--- config.mk ---
export PLATFORM = sky130hd
export DESIGN_NAME = xdas_ctrl
export DESIGN_NICKNAME = d
export VERILOG_FILES = /design/src/xdas_pkg.sv /design/src/xdas_sync.sv /design/src/xdas_ctrl.sv
export SDC_FILE = /design/constraint.sdc
export NUM_CORES = 1
export LEC_CHECK = 0
export ABC_AREA = 0
export ABC_CLOCK_PERIOD_IN_PS = 2400
export BUFFER_PORTS_ARGS = -buffer_cell sky130_fd_sc_hd__buf_2
export CAP_MARGIN = 20
export CORE_UTILIZATION = 45
export DETAILED_ROUTE_END_ITERATION = 6
export GPL_ROUTABILITY_DRIVEN = 0
export PLACE_DENSITY = 0.84
export SYNTH_ARGS = -nofsm -noshare
export SYNTH_HDL_FRONTEND = slang
export SYNTH_SLANG_ARGS = --single-unit
--- constraint.sdc ---
create_clock -name clk_i -period 2.4 [get_ports clk_i]
set_clock_uncertainty 0.05 [all_clocks]
set_input_delay 0.24 -clock clk_i [delete_from_list [all_inputs] [get_ports clk_i]]
set_output_delay 0.24 -clock clk_i [all_outputs]
set_load 0.01 [all_outputs]
--- src/xdas_pkg.sv ---
// Constants shared by the external data access stretch and wait block.
`default_nettype none
package xdas_pkg;
	localparam int unsigned CLK_PERIOD_NS = 4;
	localparam logic [1:0] PHASE_LAST = 2'h3;
	localparam logic [1:0] PHASE_THIRD = 2'h2;
	localparam logic [1:0] PHASE_STRB_S0 = 2'h0;
	localparam logic [1:0] PHASE_STRB_SN = 2'h1;
	localparam logic [1:0] PHASE_END_S0 = 2'h2;
	localparam logic [1:0] PHASE_END_SN = 2'h1;
	localparam int unsigned FETCH_CLOCKS = 4;
	localparam int unsigned STRETCH_LSB = 0;
	localparam int unsigned STRETCH_MSB = 2;
	localparam logic [2:0] STRETCH_RST = 3'h1;
	localparam int unsigned WAIT_EN_BIT = 7;
	localparam logic WAIT_EN_RST = 1'b0;
	localparam logic [15:0] ADDR_RST = 16'h0000;
	localparam logic [7:0] DATA_RST = 8'h00;
	typedef enum logic [2:0] {
		XDAS_IDLE = 3'h1,
		XDAS_FETCH = 3'h2,
		XDAS_ACCESS = 3'h4
	} xdas_state_e;
endpackage : xdas_pkg
`default_nettype wire

--- src/xdas_sync.sv ---
// Two flip-flop synchroniser for one level arriving from a pin.
`timescale 1ns/1ps
`default_nettype none
module xdas_sync #(
	parameter logic RESET_VAL = 1'b1
) (
	// Clock and reset.
	input wire logic clk_i,
	input wire logic reset_i,
	// Level in and out.
	input wire logic async_i,
	output logic sync_o
);
	logic meta_r;
	logic sync_r;

	always_ff @(posedge clk_i) begin
		if (reset_i) begin
			meta_r <= RESET_VAL;
			sync_r <= RESET_VAL;
		end else begin
			meta_r <= async_i;
			sync_r <= meta_r;
		end
	end

	assign sync_o = sync_r;
endmodule : xdas_sync
`default_nettype wire

--- src/xdas_ctrl.sv ---
// External data move timing: stretch, strobe generation and wait insertion.
`timescale 1ns/1ps
`default_nettype none
module xdas_ctrl (
	// Clock and reset.
	input wire logic clk_i,
	input wire logic reset_i,
	// Core register writes and read-back.
	input wire logic clock_control_we_i,
	input wire logic [7:0] clock_control_wdata_i,
	input wire logic mmap_we_i,
	input wire logic [7:0] mmap_wdata_i,
	input wire logic timed_access_ok_i,
	output logic [7:0] clock_control_reg_o,
	output logic [7:0] memory_map_reg_o,
	// Core move request and answer.
	input wire logic move_start_i,
	input wire logic move_write_i,
	input wire logic [15:0] move_addr_i,
	input wire logic [7:0] move_wdata_i,
	output logic move_ready_o,
	output logic cpu_hold_o,
	output logic move_done_o,
	output logic [7:0] move_rdata_o,
	output logic [1:0] phase_o,
	// External memory pins.
	output logic [15:0] ext_addr_o,
	output logic ext_rd_n_o,
	output logic ext_wr_n_o,
	input wire logic [7:0] ext_data_i,
	output logic [7:0] ext_data_o,
	output logic ext_data_oe_n_o,
	input wire logic aux_port_bit0_wait_n_i
);
	////////////////////////////////////////////////////////////////////////
	logic [2:0] stretch_select_r;
	logic wait_input_enable_r;
	logic [1:0] phase_r;
	xdas_pkg::xdas_state_e state_r;
	logic [2:0] s_r;
	logic [2:0] rem_r;
	logic first_r;
	logic wr_r;
	logic strobe_r;
	logic wait_hit_r;
	logic [15:0] addr_r;
	logic [7:0] wdata_r;
	logic [7:0] rdata_r;
	logic wait_sync;
	logic s_zero;
	logic wait_now;
	logic strobe_set;
	logic strobe_clr;
	logic accept;

	xdas_sync #(.RESET_VAL(1'b1)) u_wait_sync (
		.clk_i(clk_i),
		.reset_i(reset_i),
		.async_i(aux_port_bit0_wait_n_i),
		.sync_o(wait_sync)
	);

	////////////////////////////////////////////////////////////////////////
	always_ff @(posedge clk_i) begin
		if (reset_i) begin
			stretch_select_r <= xdas_pkg::STRETCH_RST;
		end else if (clock_control_we_i) begin
			stretch_select_r <= clock_control_wdata_i[xdas_pkg::STRETCH_MSB:
				xdas_pkg::STRETCH_LSB];
		end
	end

	always_ff @(posedge clk_i) begin
		if (reset_i) begin
			wait_input_enable_r <= xdas_pkg::WAIT_EN_RST;
		end else if (mmap_we_i && timed_access_ok_i) begin
			wait_input_enable_r <= mmap_wdata_i[xdas_pkg::WAIT_EN_BIT];
		end
	end

	assign clock_control_reg_o = {5'h00, stretch_select_r};
	assign memory_map_reg_o = {wait_input_enable_r, 7'h00};

	////////////////////////////////////////////////////////////////////////
	// The machine cycle clock runs free so every other instruction keeps
	// its four-clock rhythm; only the core's hold stretches the move.
	always_ff @(posedge clk_i) begin
		if (reset_i) begin
			phase_r <= 2'h0;
		end else begin
			phase_r <= phase_r + 2'h1;
		end
	end

	assign phase_o = phase_r;
	assign s_zero = (s_r == 3'h0);
	assign move_ready_o = (state_r == xdas_pkg::XDAS_IDLE) &&
		(phase_r == xdas_pkg::PHASE_LAST);
	assign accept = move_ready_o && move_start_i;
	assign cpu_hold_o = (state_r != xdas_pkg::XDAS_IDLE);

	// Sampling looks at the synchronised pin in the third phase of the cycle
	// whose strobe edge is next due, and only while a move is in its access.
	assign wait_now = wait_input_enable_r && !wait_sync &&
		(state_r == xdas_pkg::XDAS_ACCESS) &&
		(phase_r == xdas_pkg::PHASE_THIRD) &&
		(rem_r == (s_zero ? 3'h0 : 3'h1));

	assign move_done_o = (state_r == xdas_pkg::XDAS_ACCESS) &&
		(phase_r == xdas_pkg::PHASE_LAST) && (rem_r == 3'h0) && !wait_hit_r;

	always_ff @(posedge clk_i) begin
		if (reset_i) begin
			state_r <= xdas_pkg::XDAS_IDLE;
		end else begin
			case (state_r)
				xdas_pkg::XDAS_IDLE: begin
					if (accept) begin
						state_r <= xdas_pkg::XDAS_FETCH;
					end
				end
				xdas_pkg::XDAS_FETCH: begin
					if (phase_r == xdas_pkg::PHASE_LAST) begin
						state_r <= xdas_pkg::XDAS_ACCESS;
					end
				end
				xdas_pkg::XDAS_ACCESS: begin
					if (move_done_o) begin
						state_r <= xdas_pkg::XDAS_IDLE;
					end
				end
				default: begin
					state_r <= xdas_pkg::XDAS_IDLE;
				end
			endcase
		end
	end

	// Stretch is latched per move so a write during the move cannot tear it.
	always_ff @(posedge clk_i) begin
		if (reset_i) begin
			s_r <= xdas_pkg::STRETCH_RST;
			rem_r <= 3'h0;
			first_r <= 1'b0;
		end else if (accept) begin
			s_r <= stretch_select_r;
			rem_r <= stretch_select_r;
			first_r <= 1'b1;
		end else if (state_r == xdas_pkg::XDAS_ACCESS &&
			phase_r == xdas_pkg::PHASE_LAST) begin
			first_r <= 1'b0;
			if (!wait_hit_r && rem_r != 3'h0) begin
				rem_r <= rem_r - 3'h1;
			end
		end
	end

	always_ff @(posedge clk_i) begin
		if (reset_i) begin
			wait_hit_r <= 1'b0;
		end else if (wait_now) begin
			wait_hit_r <= 1'b1;
		end else if (phase_r == xdas_pkg::PHASE_LAST) begin
			wait_hit_r <= 1'b0;
		end
	end

	////////////////////////////////////////////////////////////////////////
	assign strobe_set = (state_r == xdas_pkg::XDAS_ACCESS) && first_r &&
		(phase_r == (s_zero ? xdas_pkg::PHASE_STRB_S0 :
		xdas_pkg::PHASE_STRB_SN));
	assign strobe_clr = strobe_r && (rem_r == 3'h0) && !wait_now &&
		(phase_r == (s_zero ? xdas_pkg::PHASE_END_S0 :
		xdas_pkg::PHASE_END_SN));

	always_ff @(posedge clk_i) begin
		if (reset_i) begin
			strobe_r <= 1'b0;
		end else if (strobe_set) begin
			strobe_r <= 1'b1;
		end else if (strobe_clr) begin
			strobe_r <= 1'b0;
		end
	end

	always_ff @(posedge clk_i) begin
		if (reset_i) begin
			addr_r <= xdas_pkg::ADDR_RST;
			wdata_r <= xdas_pkg::DATA_RST;
			wr_r <= 1'b0;
		end else if (accept) begin
			addr_r <= move_addr_i;
			wdata_r <= move_wdata_i;
			wr_r <= move_write_i;
		end
	end

	// Read data is caught on the strobe's closing edge, when it is stable.
	always_ff @(posedge clk_i) begin
		if (reset_i) begin
			rdata_r <= xdas_pkg::DATA_RST;
		end else if (strobe_clr && !wr_r) begin
			rdata_r <= ext_data_i;
		end
	end

	assign ext_addr_o = addr_r;
	assign ext_data_o = wdata_r;
	assign ext_data_oe_n_o = !(wr_r && state_r == xdas_pkg::XDAS_ACCESS);
	assign ext_rd_n_o = !(strobe_r && !wr_r);
	assign ext_wr_n_o = !(strobe_r && wr_r);
	assign move_rdata_o = rdata_r;

	////////////////////////////////////////////////////////////////////////
	logic [15:0] cyc_r;
	logic [15:0] waits_r;
	logic [15:0] width_r;
	logic [15:0] wwidth_r;

	always_ff @(posedge clk_i) begin
		if (reset_i || accept) begin
			cyc_r <= 16'h0000;
			waits_r <= 16'h0000;
		end else if (state_r != xdas_pkg::XDAS_IDLE) begin
			cyc_r <= cyc_r + 16'h0001;
			if (wait_now) begin
				waits_r <= waits_r + 16'h0001;
			end
		end
	end

	always_ff @(posedge clk_i) begin
		if (reset_i || strobe_set) begin
			width_r <= 16'h0001;
			wwidth_r <= 16'h0000;
		end else if (strobe_r) begin
			width_r <= width_r + 16'h0001;
			if (wait_now) begin
				wwidth_r <= wwidth_r + 16'h0004;
			end
		end
	end
endmodule : xdas_ctrl
`default_nettype wire

**Word level (Yosys, flattened, before mapping)**

Cells that the tools add are included.

- Eq/ne operators: 12
- Reduce and logical (&&, ||, !) cells: 36
- $add $sub $neg: 2
- Muxes and demuxes: 16

Operators by type and width:

| cell | count |
|---|---|
| $logic_and 1x1->1 | 20 |
| $mux 3 | 6 |
| $pmux 3 s3 | 1 |
| $mux 1 | 8 |
| $reduce_bool 2->1 | 4 |
| $logic_not 1->1 | 7 |
| $logic_not 3->1 | 2 |
| $ne 2x2->1 const B | 3 |
| $eq 2x2->1 const B | 2 |
| $eq 3x1->1 | 1 |
| $eq 3x1->1 const B | 1 |
| $eq 3x2->1 const B | 1 |
| $eq 3x3->1 const B | 1 |
| $ne 3x1->1 const B | 1 |
| $reduce_and 3->1 | 1 |
| $reduce_bool 3->1 | 1 |
| $sub 3x1->3 const B | 1 |
| $add 2x1->2 const B | 1 |
| $eq 2x1->1 | 1 |
| $eq 2x2->1 | 1 |
| $mux 2 | 1 |
| $reduce_and 2->1 | 1 |

- Bits of input ports: 56
- Output and inout bits: 56
- Register bits after elaboration: 53
- Word-level logic and storage cells: 81

**Logic depth before layout (Yosys ltp)**

Gate-level depths: netlist of the first run.

- Word-level depth: 10
- Mapped depth: 7
- Depth with buffers taken out: 6

**Cells and area by module**

Synthesis of the first run repeated with hierarchy kept, for this count alone.

- Cell total of the unflattened synthesis: 262
- Area, all modules: 2244.7 µm²

By module, submodules not included:

| module | seq. area each (µm²) | cells an instance | area an instance (µm²) | times used |
|---|---|---|---|---|
| xdas_ctrl | 1021.0 | 258 | 2192.1 | 1 |
| xdas_sync | 40.0 | 4 | 52.6 | 1 |

**Worst setup path after synthesis of the first run**

Ideal clock, no wire load.

- Kind: reg2reg
- From: register phase_r[0] (netlist: phase_o[0])
- To: register wdata_r[0] (netlist: ext_data_o[0])
- Buffers on the path: 2
- Period minus slack after synthesis: 1.860 ns
- Slack: 0.540 ns
- Data required time: 2.279 ns
- Stages on the path, launching flop included: 8
- Arrival: 1.739 ns
- Cell sequence: dfxtp_1 > ha_1 > and3b_1 > and3b_1 > clkbuf_1 > buf_1 > nand2_1 > a21oi_1

- Cells in the longest elaborated chain, start to end: 3

Ends and longest elaborated chain:

| what | RTL line | source |
|---|---|---|
| start: declaration | xdas_ctrl.sv:38 | `logic [1:0] phase_r;` |
| start signal: assignment | xdas_ctrl.sv:91 | `phase_r <= phase_r + 2'h1;` |
| $eq 2x2->1 | xdas_ctrl.sv:98 | `(phase_r == xdas_pkg::PHASE_LAST);` |
| $logic_and 1x1->1 | xdas_ctrl.sv:97 | `assign move_ready_o = (state_r == xdas_pkg::XDAS_IDLE) &&` |
| $logic_and 1x1->1 | xdas_ctrl.sv:99 | `assign accept = move_ready_o && move_start_i;` |
| end signal: assignment | xdas_ctrl.sv:189 | `wdata_r <= xdas_pkg::DATA_RST;` |
| end signal: assignment | xdas_ctrl.sv:193 | `wdata_r <= move_wdata_i;` |
| end: declaration | xdas_ctrl.sv:47 | `logic [7:0] wdata_r;` |

No other way between the ends.
A chain may end at the register's enable or synchronous reset.

**Worst setup path after layout of the first run**

- From: register phase_r[0] (netlist: phase_o[0])
- To: output move_done_o

- Cells in the longest elaborated chain, start to end: 4

Ends and longest elaborated chain:

| what | RTL line | source |
|---|---|---|
| $eq 2x2->1 | xdas_ctrl.sv:110 | `(phase_r == xdas_pkg::PHASE_LAST) && (rem_r == 3'h0) && !wait_hit_r;` |
| $logic_and 1x1->1 | xdas_ctrl.sv:109 | `assign move_done_o = (state_r == xdas_pkg::XDAS_ACCESS) &&` |
| $logic_and 1x1->1 (2 in series) | xdas_ctrl.sv:110 |  |
| end: declaration | xdas_ctrl.sv:23 | `output logic move_done_o,` |

No other way between the ends.

==> results_tabular.tex, run 1 <==
\begin{tabular}{lr}
\hline
Metric & Value \\
\hline
\multicolumn{2}{l}{\textbf{Clock tree}} \\
\quad TritonCTS clock tree & yes \\
\quad Total clock buffers created by CTS & 5 \\
\quad H-tree Lvls & 2 \\
\quad Maximum buffer depth of the clock tree & 2 \\
\quad Root buf cell & clkbuf\_8 \\
\quad Clk sinks & 53 \\
\quad Count of buffers added by post-CTS timing repair for setup & 0 \\
\quad Hold Buf Count CTS & 0 \\
\quad Count of instances resized after the clock tree is built & 0 \\
\quad Clock latency at the later pin of the worst-skew pair & 0.30 ns \\
\quad Clock Pin Slew Worst Setup and Hold Paths & 0.09 ns \\
\multicolumn{2}{l}{\textbf{STA}} \\
\quad RSZ-0062 raised after global routing & no \\
\quad Time the final worst path needs with I/O delays and setup & 2.037 ns \\
\quad Transition at the pin with the smallest max-transition slack & roughly 0.67 ns \\
\quad Fmax & 0.4908 GHz \\
\quad Hold Violations, Final & 0 \\
\quad Worst Hold Margin & 0.07376 ns \\
\quad Final period util & between 80\% and 90\% \\
\quad Final TNS setup & 0 ns \\
\quad Final number of setup-violating endpoints & 0 \\
\quad Worst slew slack as a fraction of its limit & 55.32\% \\
\quad Pins Over Slew Limit & 0 \\
\multicolumn{2}{l}{\textbf{Power}} \\
\quad Areal power density over the cells & 567.0 nW/um\^{}2 \\
\quad IR Drop Worst-Case VDD & just under 0.0003 V \\
\quad Total power & 1.588 mW \\
\quad Static Leakage & 1.240 nW \\
\multicolumn{2}{l}{\textbf{Final layout}} \\
\quad Share of layout cells above drive strength 1 & 30.75\% \\
\quad Nets & 407 \\
\quad Area Overhead vs Synth & 24.75\% \\
\quad Number of diodes & 0 \\
\quad Leading cell type in the layout, fill and taps excluded & buf\_2 \\
\quad Commonest non-fill, non-tap cells in the layout & buf\_2, nand2\_1, dfxtp\_1 \\
\multicolumn{2}{l}{\textbf{Drt}} \\
\quad Number of DRC markers after the initial detailed-route iteration & 85 \\
\quad Routed via count & roughly 2k \\
\quad Remaining DRCs & 0 \\
\quad Wire length reported by the detailed router & 4.795 mm \\
\quad First-pass iteration count of the detailed router & 4 \\
\quad Drt via density & 4.827 \\
\quad Final antenna-violating net count & 0 \\
\quad Routed length per instance & 11.55 um \\
\multicolumn{2}{l}{\textbf{Worst setup path}} \\
\quad Critical-path maximum fanout & 6 \\
\quad Worst setup EP type & primary output \\
\quad Crit Path Category & reg -> out \\
\quad Req. time, crit path & 2.11 ns \\
\quad Signal arrival time at the worst endpoint & about 1.8 ns \\
\quad Setup crit start kind & flip-flop \\
\multicolumn{2}{l}{\textbf{Floorplan}} \\
\quad Vertical die dimension & 72.63 um \\
\quad CORE AREA & 4755 sq um \\
\quad X dimension of the die & 72.63 um \\
\quad Placement row count & 25 \\
\quad Full die area & between 5000 and 6000 sq um \\
\quad Number of primary I/O pins & around 110 \\
\quad Initial cell density of the core & a little under half \\
\multicolumn{2}{l}{\textbf{Global routing}} \\
\quad Wire length of the first global-routing pass & 7.465 mm \\
\quad Global-route usage over all layers & 18.28\% \\
\quad Number of antenna violations at the first check in global routing & 0 \\
\quad Aggregate global routing overflow & 0 \\
\quad Number of global-route vias before repair & 1790 \\
\quad Largest net degree at the start of global routing & 29 \\
\multicolumn{2}{l}{\textbf{Yosys}} \\
\quad Number of synthesized register bits & 53 \\
\quad Fraction of the yosys area taken by sequential cells & 47.27\% \\
\quad Mapped Avg Cell Area & 8.567 sq um \\
\quad Yosys synthesis warning count & 0 \\
\quad Synthesized area & 2245 sq um \\
\quad Mapped Cells & 262 \\
\quad Number of flops mapped to enable cells by yosys & 0 \\
\quad Library cells used by synthesis & 39 \\
\quad Dominant synthesized flop cell & dfxtp\_1 \\
\quad Synth async-reset ratio & 0\% \\
\multicolumn{2}{l}{\textbf{Worst hold path}} \\
\quad Hold Crit Class & in -> reg \\
\multicolumn{2}{l}{\textbf{Run}} \\
\quad Maximum Capacitance Violations & 0 \\
\multicolumn{2}{l}{\textbf{Status}} \\
\quad Status & completed \\
\multicolumn{2}{l}{\textbf{Placement}} \\
\quad Post-detailed-placement half-perimeter wirelength & between 3 and 4 mm \\
\quad Input/output buffers & 87 \\
\hline
\end{tabular}
-- synthesized netlist by cell type, drive strengths merged (3+ instances only) --
library cell | instances | area [sq um]
nand2 | 59 | 221.5
dfxtp | 53 | 1061
a21oi | 34 | 170.2
nand2b | 19 | 118.9
buf | 15 | 105.1
nor2 | 12 | 45.04
clkbuf | 11 | 41.29
mux2i | 11 | 110.1
ha | 4 | 50.05
inv | 4 | 15.01
nor2b | 4 | 25.02
nor3 | 3 | 15.01
-- kinds of logic (layout without fill, tap and decap cells) --
logic type      Yosys count  after routing  synth area share, %
mux                      11             11                4.905
xor+xnor                  3              3                1.171
buf+inv                  30            105                7.190
other cells               1             12               0.1671
fa+ha+maj                 4              4                2.230
simple gates            115            115                25.53
compound gates           45             45                11.54
flops                    53             53                47.27
-- metal layers --
layer / vias to the layer above / GRT usage, % / share of wire [%]
met3: 15 / 5.249 / 4.9
met1: 900 / 20.14 / 43
li1: 1012 / - / -
met2: 76 / 31.78 / 49
met4: 0 / 9.804 / 2.8
met5: - / 0 / 0
-- area by class of cell --
type,count,area [sq um]
Fill cell,430,1954
Timing Repair Buffer,93,480.5
Tap cell,67,83.83
Clock inverter,2,13.76
Inverter,4,15.01
Sequential cell,53,1061
Multi-Input combinational cell,190,1064
Clock buffer,6,82.58
-- critical path: stages (launching register included) --
cell and delay, ns:
dfxtp_1 0.42, ha_1 0.21, buf_4 0.13, nor4bb_1 0.38, and2_1 0.19, buf_2 0.12
-- stage by stage --
| step | cell area, sq um | utilization, % | setup slack, ns | std cells |
|---|---|---|---|---|
| 4_1_cts | 2800 | 58.89 | 0.3267 | 415 |
| 2_1_floorplan | 2286 | - | 0.5401 | 273 |
| 5_1_grt | 2800 | 58.89 | 0.2134 | 415 |
| 6_report | 2800 | 58.89 | 0.3626 | 415 |
| 3_3_place_gp | 2704 | 56.87 | 0.5064 | 407 |
| 3_5_place_dp | 2704 | 56.87 | 0.4752 | 407 |
-- where the power goes --
part / internal (mW) / switching (mW) / leakage (nW) / total (mW)
combinational: 0.0684 / 0.0804 / 0.760 / 0.149
clock: 0.235 / 0.292 / 0.0512 / 0.527
sequential: 0.898 / 0.0140 / 0.429 / 0.912
-- worst paths after layout --
| path | start | endpoint | slack (ns) | cells after the start |
|---|---|---|---|---|
| worst max-delay path | phase_o[0]$_SDFF_PP0_ | move_done_o | 0.36 | 5 |
| worst min-delay path | aux_port_bit0_wait_n_i | u_wait_sync.meta_r$_SDFF_PP1_ | 0.07 | 2 |
| worst max register to register | s_r[0]$_SDFFE_PP1P_ | move_rdata_o[5]$_SDFFE_PP0P_ | 0.43 | 4 |
| worst min register to register | u_wait_sync.meta_r$_SDFF_PP1_ | u_wait_sync.sync_o$_SDFF_PP1_ | 0.37 | 1 |
-- registers in the layout, summed over array words and instances (netlist names) --
register,flops
wr_r,1
state_r,3
phase_o,2
wait_hit_r,1
strobe_r,1
first_r,1
ext_data_o,8
ext_addr_o,16
rem_r,3
u_wait_sync.meta_r,1
u_wait_sync.sync_o,1
s_r,3
move_rdata_o,8
stretch_select_r,3
wait_input_enable_r,1
No activity file was read; power rests on OpenSTA's default activity.
==> run 2: changes to the inputs <==
--- a/config.mk
+++ b/config.mk
@@ -6,7 +6,7 @@
 export NUM_CORES = 1
 export LEC_CHECK = 0
 export ABC_AREA = 0
-export ABC_CLOCK_PERIOD_IN_PS = 2400
+export ABC_CLOCK_PERIOD_IN_PS = 1900
 export BUFFER_PORTS_ARGS = -buffer_cell sky130_fd_sc_hd__buf_2
 export CAP_MARGIN = 20
 export CORE_UTILIZATION = 45
==> constraint.sdc (replaced) <==
create_clock -name clk_i -period 1.9 [get_ports clk_i]
set_clock_uncertainty 0.05 [all_clocks]
set_input_delay 0.19 -clock clk_i [delete_from_list [all_inputs] [get_ports clk_i]]
set_output_delay 0.19 -clock clk_i [all_outputs]
set_load 0.01 [all_outputs]
==> results_tabular.tex, run 2 (synthesis results as in run 1) <==
\begin{tabular}{lr}
\hline
Metric & Value \\
\hline
\multicolumn{2}{l}{\textbf{Status}} \\
\quad Status & completed \\
\multicolumn{2}{l}{\textbf{Drt}} \\
\quad Remaining DRCs & 0 (unchanged) \\
\quad Final antenna-violating net count & 0 (unchanged) \\
\quad Routed via count & 1954 (-2.4\%) \\
\quad Number of DRC markers after the initial detailed-route iteration & 71 (-16\%) \\
\quad Wire length reported by the detailed router & 4.587 mm (-4.3\%) \\
\quad First-pass iteration count of the detailed router & 4 (unchanged) \\
\quad Drt via density & 4.697 (-2.7\%) \\
\quad Routed length per instance & 11.03 um (-4.6\%) \\
\multicolumn{2}{l}{\textbf{Worst setup path}} \\
\quad Critical-path maximum fanout & 4 (-2) \\
\quad Worst path bufs/invs & 2 (unchanged) \\
\quad Setup crit start kind & flip-flop \\
\quad Worst path slowest cell & dfxtp\_1 \\
\quad Worst setup EP type & primary output \\
\quad Top delay family on crit path & simple AND/OR/NAND/NOR gates \\
\quad Critical path, cell by cell & inv\_1 > ha\_1 > nor4bb\_4 > and2\_1 > buf\_2 \\
\quad Worst path max stage delay & 0.36 ns (-0.06 ns) \\
\quad Req. time, crit path & 1.66 ns (-0.45 ns) \\
\quad Crit Path Category & reg -> out \\
\quad Signal arrival time at the worst endpoint & 1.55 ns (-0.20 ns) \\
\multicolumn{2}{l}{\textbf{STA}} \\
\quad Fmax & 0.5601 GHz \\
\quad Final period util & 93.97\% \\
\quad Final number of setup-violating endpoints & 0 (unchanged) \\
\quad Hold Violations, Final & 0 (unchanged) \\
\quad RSZ-0062 raised after global routing & no \\
\quad Time the final worst path needs with I/O delays and setup & 1.785 ns \\
\quad Pins Over Slew Limit & 0 (unchanged) \\
\quad Final TNS setup & 0 ns (unchanged) \\
\multicolumn{2}{l}{\textbf{Placement}} \\
\quad Post-detailed-placement half-perimeter wirelength & 3.321 mm (-4.8\%) \\
\quad Input/output buffers & 87 (unchanged) \\
\quad Inst Count DP & 407 (unchanged) \\
\multicolumn{2}{l}{\textbf{Global routing}} \\
\quad Number of global-route vias before repair & 1672 (-6.6\%) \\
\quad Largest net degree at the start of global routing & 35 (+21\%) \\
\quad Wire length of the first global-routing pass & 7.431 mm (-0.46\%) \\
\quad Global Route met1 Usage & 22.02\% (+1.9 points) \\
\quad Met2 Resource Use GR & 31.15\% (-0.62 points) \\
\quad Global-route usage over all layers & 18.33\% (+0.043 points) \\
\quad Global routing met3 resource utilization & 4.972\% (-0.28 points) \\
\quad Aggregate global routing overflow & 0 (unchanged) \\
\quad Most used routing layer in global routing & met2 \\
\quad Number of antenna violations at the first check in global routing & 0 (unchanged) \\
\multicolumn{2}{l}{\textbf{Power}} \\
\quad IR Drop Worst-Case VDD & 0.0004568 V (+58\%) \\
\quad Sequential group share of total power & 54.8\% (-2.6 points) \\
\quad Static Leakage & 1.262 nW (+1.8\%) \\
\quad Power share of the clock group & 36.1\% (+2.9 points) \\
\quad Share of total power in combinational logic & 9.1\% (-0.3 points) \\
\quad Switching power as a share of total power & 23.00\% (-1.4 points) \\
\quad Int Power & 1.622 mW (+35\%) \\
\quad Areal power density over the cells & 733.7 nW/um\^{}2 (+29\%) \\
\quad Net switching component of the power & 0.4845 mW (+25\%) \\
\multicolumn{2}{l}{\textbf{Floorplan}} \\
\quad Number of primary I/O pins & 112 (unchanged) \\
\quad CORE AREA & 4755 sq um (unchanged) \\
\quad Placement row count & 25 (unchanged) \\
\quad X dimension of the die & 72.63 um (unchanged) \\
\quad Vertical die dimension & 72.63 um (unchanged) \\
\quad Full die area & 5274 sq um (unchanged) \\
\quad Initial cell density of the core & 47.21\% (unchanged) \\
\multicolumn{2}{l}{\textbf{Final layout}} \\
\quad Number of diodes & 0 (unchanged) \\
\quad Commonest non-fill, non-tap cells in the layout & buf\_2, nand2\_1, dfxtp\_1 \\
\quad Number of cells in the finished layout apart from fillers & 416 (+0.24\%) \\
\quad Leading cell type in the layout, fill and taps excluded & buf\_2 \\
\quad Number of fill cells & 437 (+1.6\%) \\
\quad Register area & 1062 sq um (+0.12\%) \\
\quad Number of flip-flops under the largest register name & 16 (unchanged) \\
\quad Nets & 408 (+0.25\%) \\
\quad Multi-input combinational cell area & 1081 sq um (+1.6\%) \\
\quad Share of the core filled with cells in the final layout & 60.37\% (+1.5 points) \\
\quad Area Overhead vs Synth & 27.87\% \\
\quad Share of layout cells above drive strength 1 & 31.52\% (+0.77 points) \\
\multicolumn{2}{l}{\textbf{Clock tree}} \\
\quad Clk sinks & 53 (unchanged) \\
\quad Clock latency at the later pin of the worst-skew pair & 0.31 ns (about the same) \\
\quad Maximum buffer depth of the clock tree & 2 (unchanged) \\
\quad Total clock buffers created by CTS & 5 (unchanged) \\
\quad TritonCTS clock tree & yes \\
\quad H-tree Lvls & 2 (unchanged) \\
\quad Clock Pin Slew Worst Setup and Hold Paths & 0.09 ns (about the same) \\
\quad Root buf cell & clkbuf\_8 \\
\multicolumn{2}{l}{\textbf{Run}} \\
\quad Maximum Capacitance Violations & 0 (unchanged) \\
\multicolumn{2}{l}{\textbf{Worst hold path}} \\
\quad Hold Crit Class & in -> reg \\
\hline
\end{tabular}
run 2: cell count changes in the layout (fill, tap and decap cells not counted):
cell | before | now
nor4bb_4 | 0 | 1
buf_12 | 0 | 2
ha_2 | 0 | 1
clkbuf_8 | 6 | 5
ha_1 | 4 | 3
dlygate4sd3_1 | 0 | 1
inv_6 | 0 | 1
buf_4 | 6 | 4
dfxtp_1 | 53 | 52
clkinv_4 | 1 | 0
nor4bb_1 | 1 | 0
bufinv_16 | 0 | 1
dfxtp_2 | 0 | 1
run 2: through the flow:
stage	total power [mW]	worst slack (ns)	hold WS, ns	instance area, sq um
finish	2.106	0.1146	0.03269	2870
global route	2.210	0.005222	0.02212	2870
CTS	2.132	0.03941	0.0009012	2856
detailed placement	1.368	0.1869	0.3273	2729
global placement	1.363	0.2561	0.3254	2729
floorplan	1.299	0.04014	0.2438	2286
run 2: path summary, 6_finish.rpt:
kind,from,endpoint,slack [ns],depth (start not counted)
worst max-delay path,rem_r[0]$_SDFFE_PP0P_,move_done_o,0.11,5
worst max register to register,s_r[0]$_SDFFE_PP1P_,move_rdata_o[0]$_SDFFE_PP0P_,0.19,5
worst min-delay path,clock_control_wdata_i[0],stretch_select_r[0]$_SDFFE_PP1P_,0.03,2
worst min register to register,u_wait_sync.meta_r$_SDFF_PP1_,u_wait_sync.sync_o$_SDFF_PP1_,0.37,1
run 2: what timing repair did:
action                                  4_1_cts  5_1_grt
hold endpoints to repair                      0        1
endpoints found under the setup margin        1        1
gates resized for setup                       2        2
buffers inserted                              0        0
hold buffers                                  0        1
run 2: final cells by class:
class	instances	area share, %
clock inverter	3	1.526
tap	67	2.921
clock buffer	5	2.398
timing repair buffer	94	17.96
sequential	53	37.01
inverter	4	0.5231
multi-input combinational	190	37.66
run 2: power groups by stage:
| stage | combinational [mW] | clock (mW) | sequential, mW |
|---|---|---|---|
| 2_1_floorplan | 0.115 | 0 | 1.18 |
| 4_1_cts | 0.192 | 0.788 | 1.15 |
| 6_report | 0.192 | 0.761 | 1.15 |
| 5_1_grt | 0.216 | 0.837 | 1.16 |
| 3_5_place_dp | 0.189 | 0 | 1.18 |
| 3_3_place_gp | 0.186 | 0 | 1.18 |
run 2: worst reg2reg max path: cells and delay by family, from the launching register on:
| family | cells | cell delay, ns |
|---|---|---|
| multiplexers | 1 | 0.21 |
| buffers and inverters | 1 | 0.22 |
| AND/OR/NAND/NOR | 1 | 0.20 |
| AO/OA/AOI/OAI | 2 | 0.61 |
| flip-flops | 1 | 0.35 |
run 2: metal layers:
layer  vias up  share of wire [%]
li1       1016                  -
met1       871                 44
met2        60                 49
met3         7                5.0
met4         0                1.5
met5         -                  0
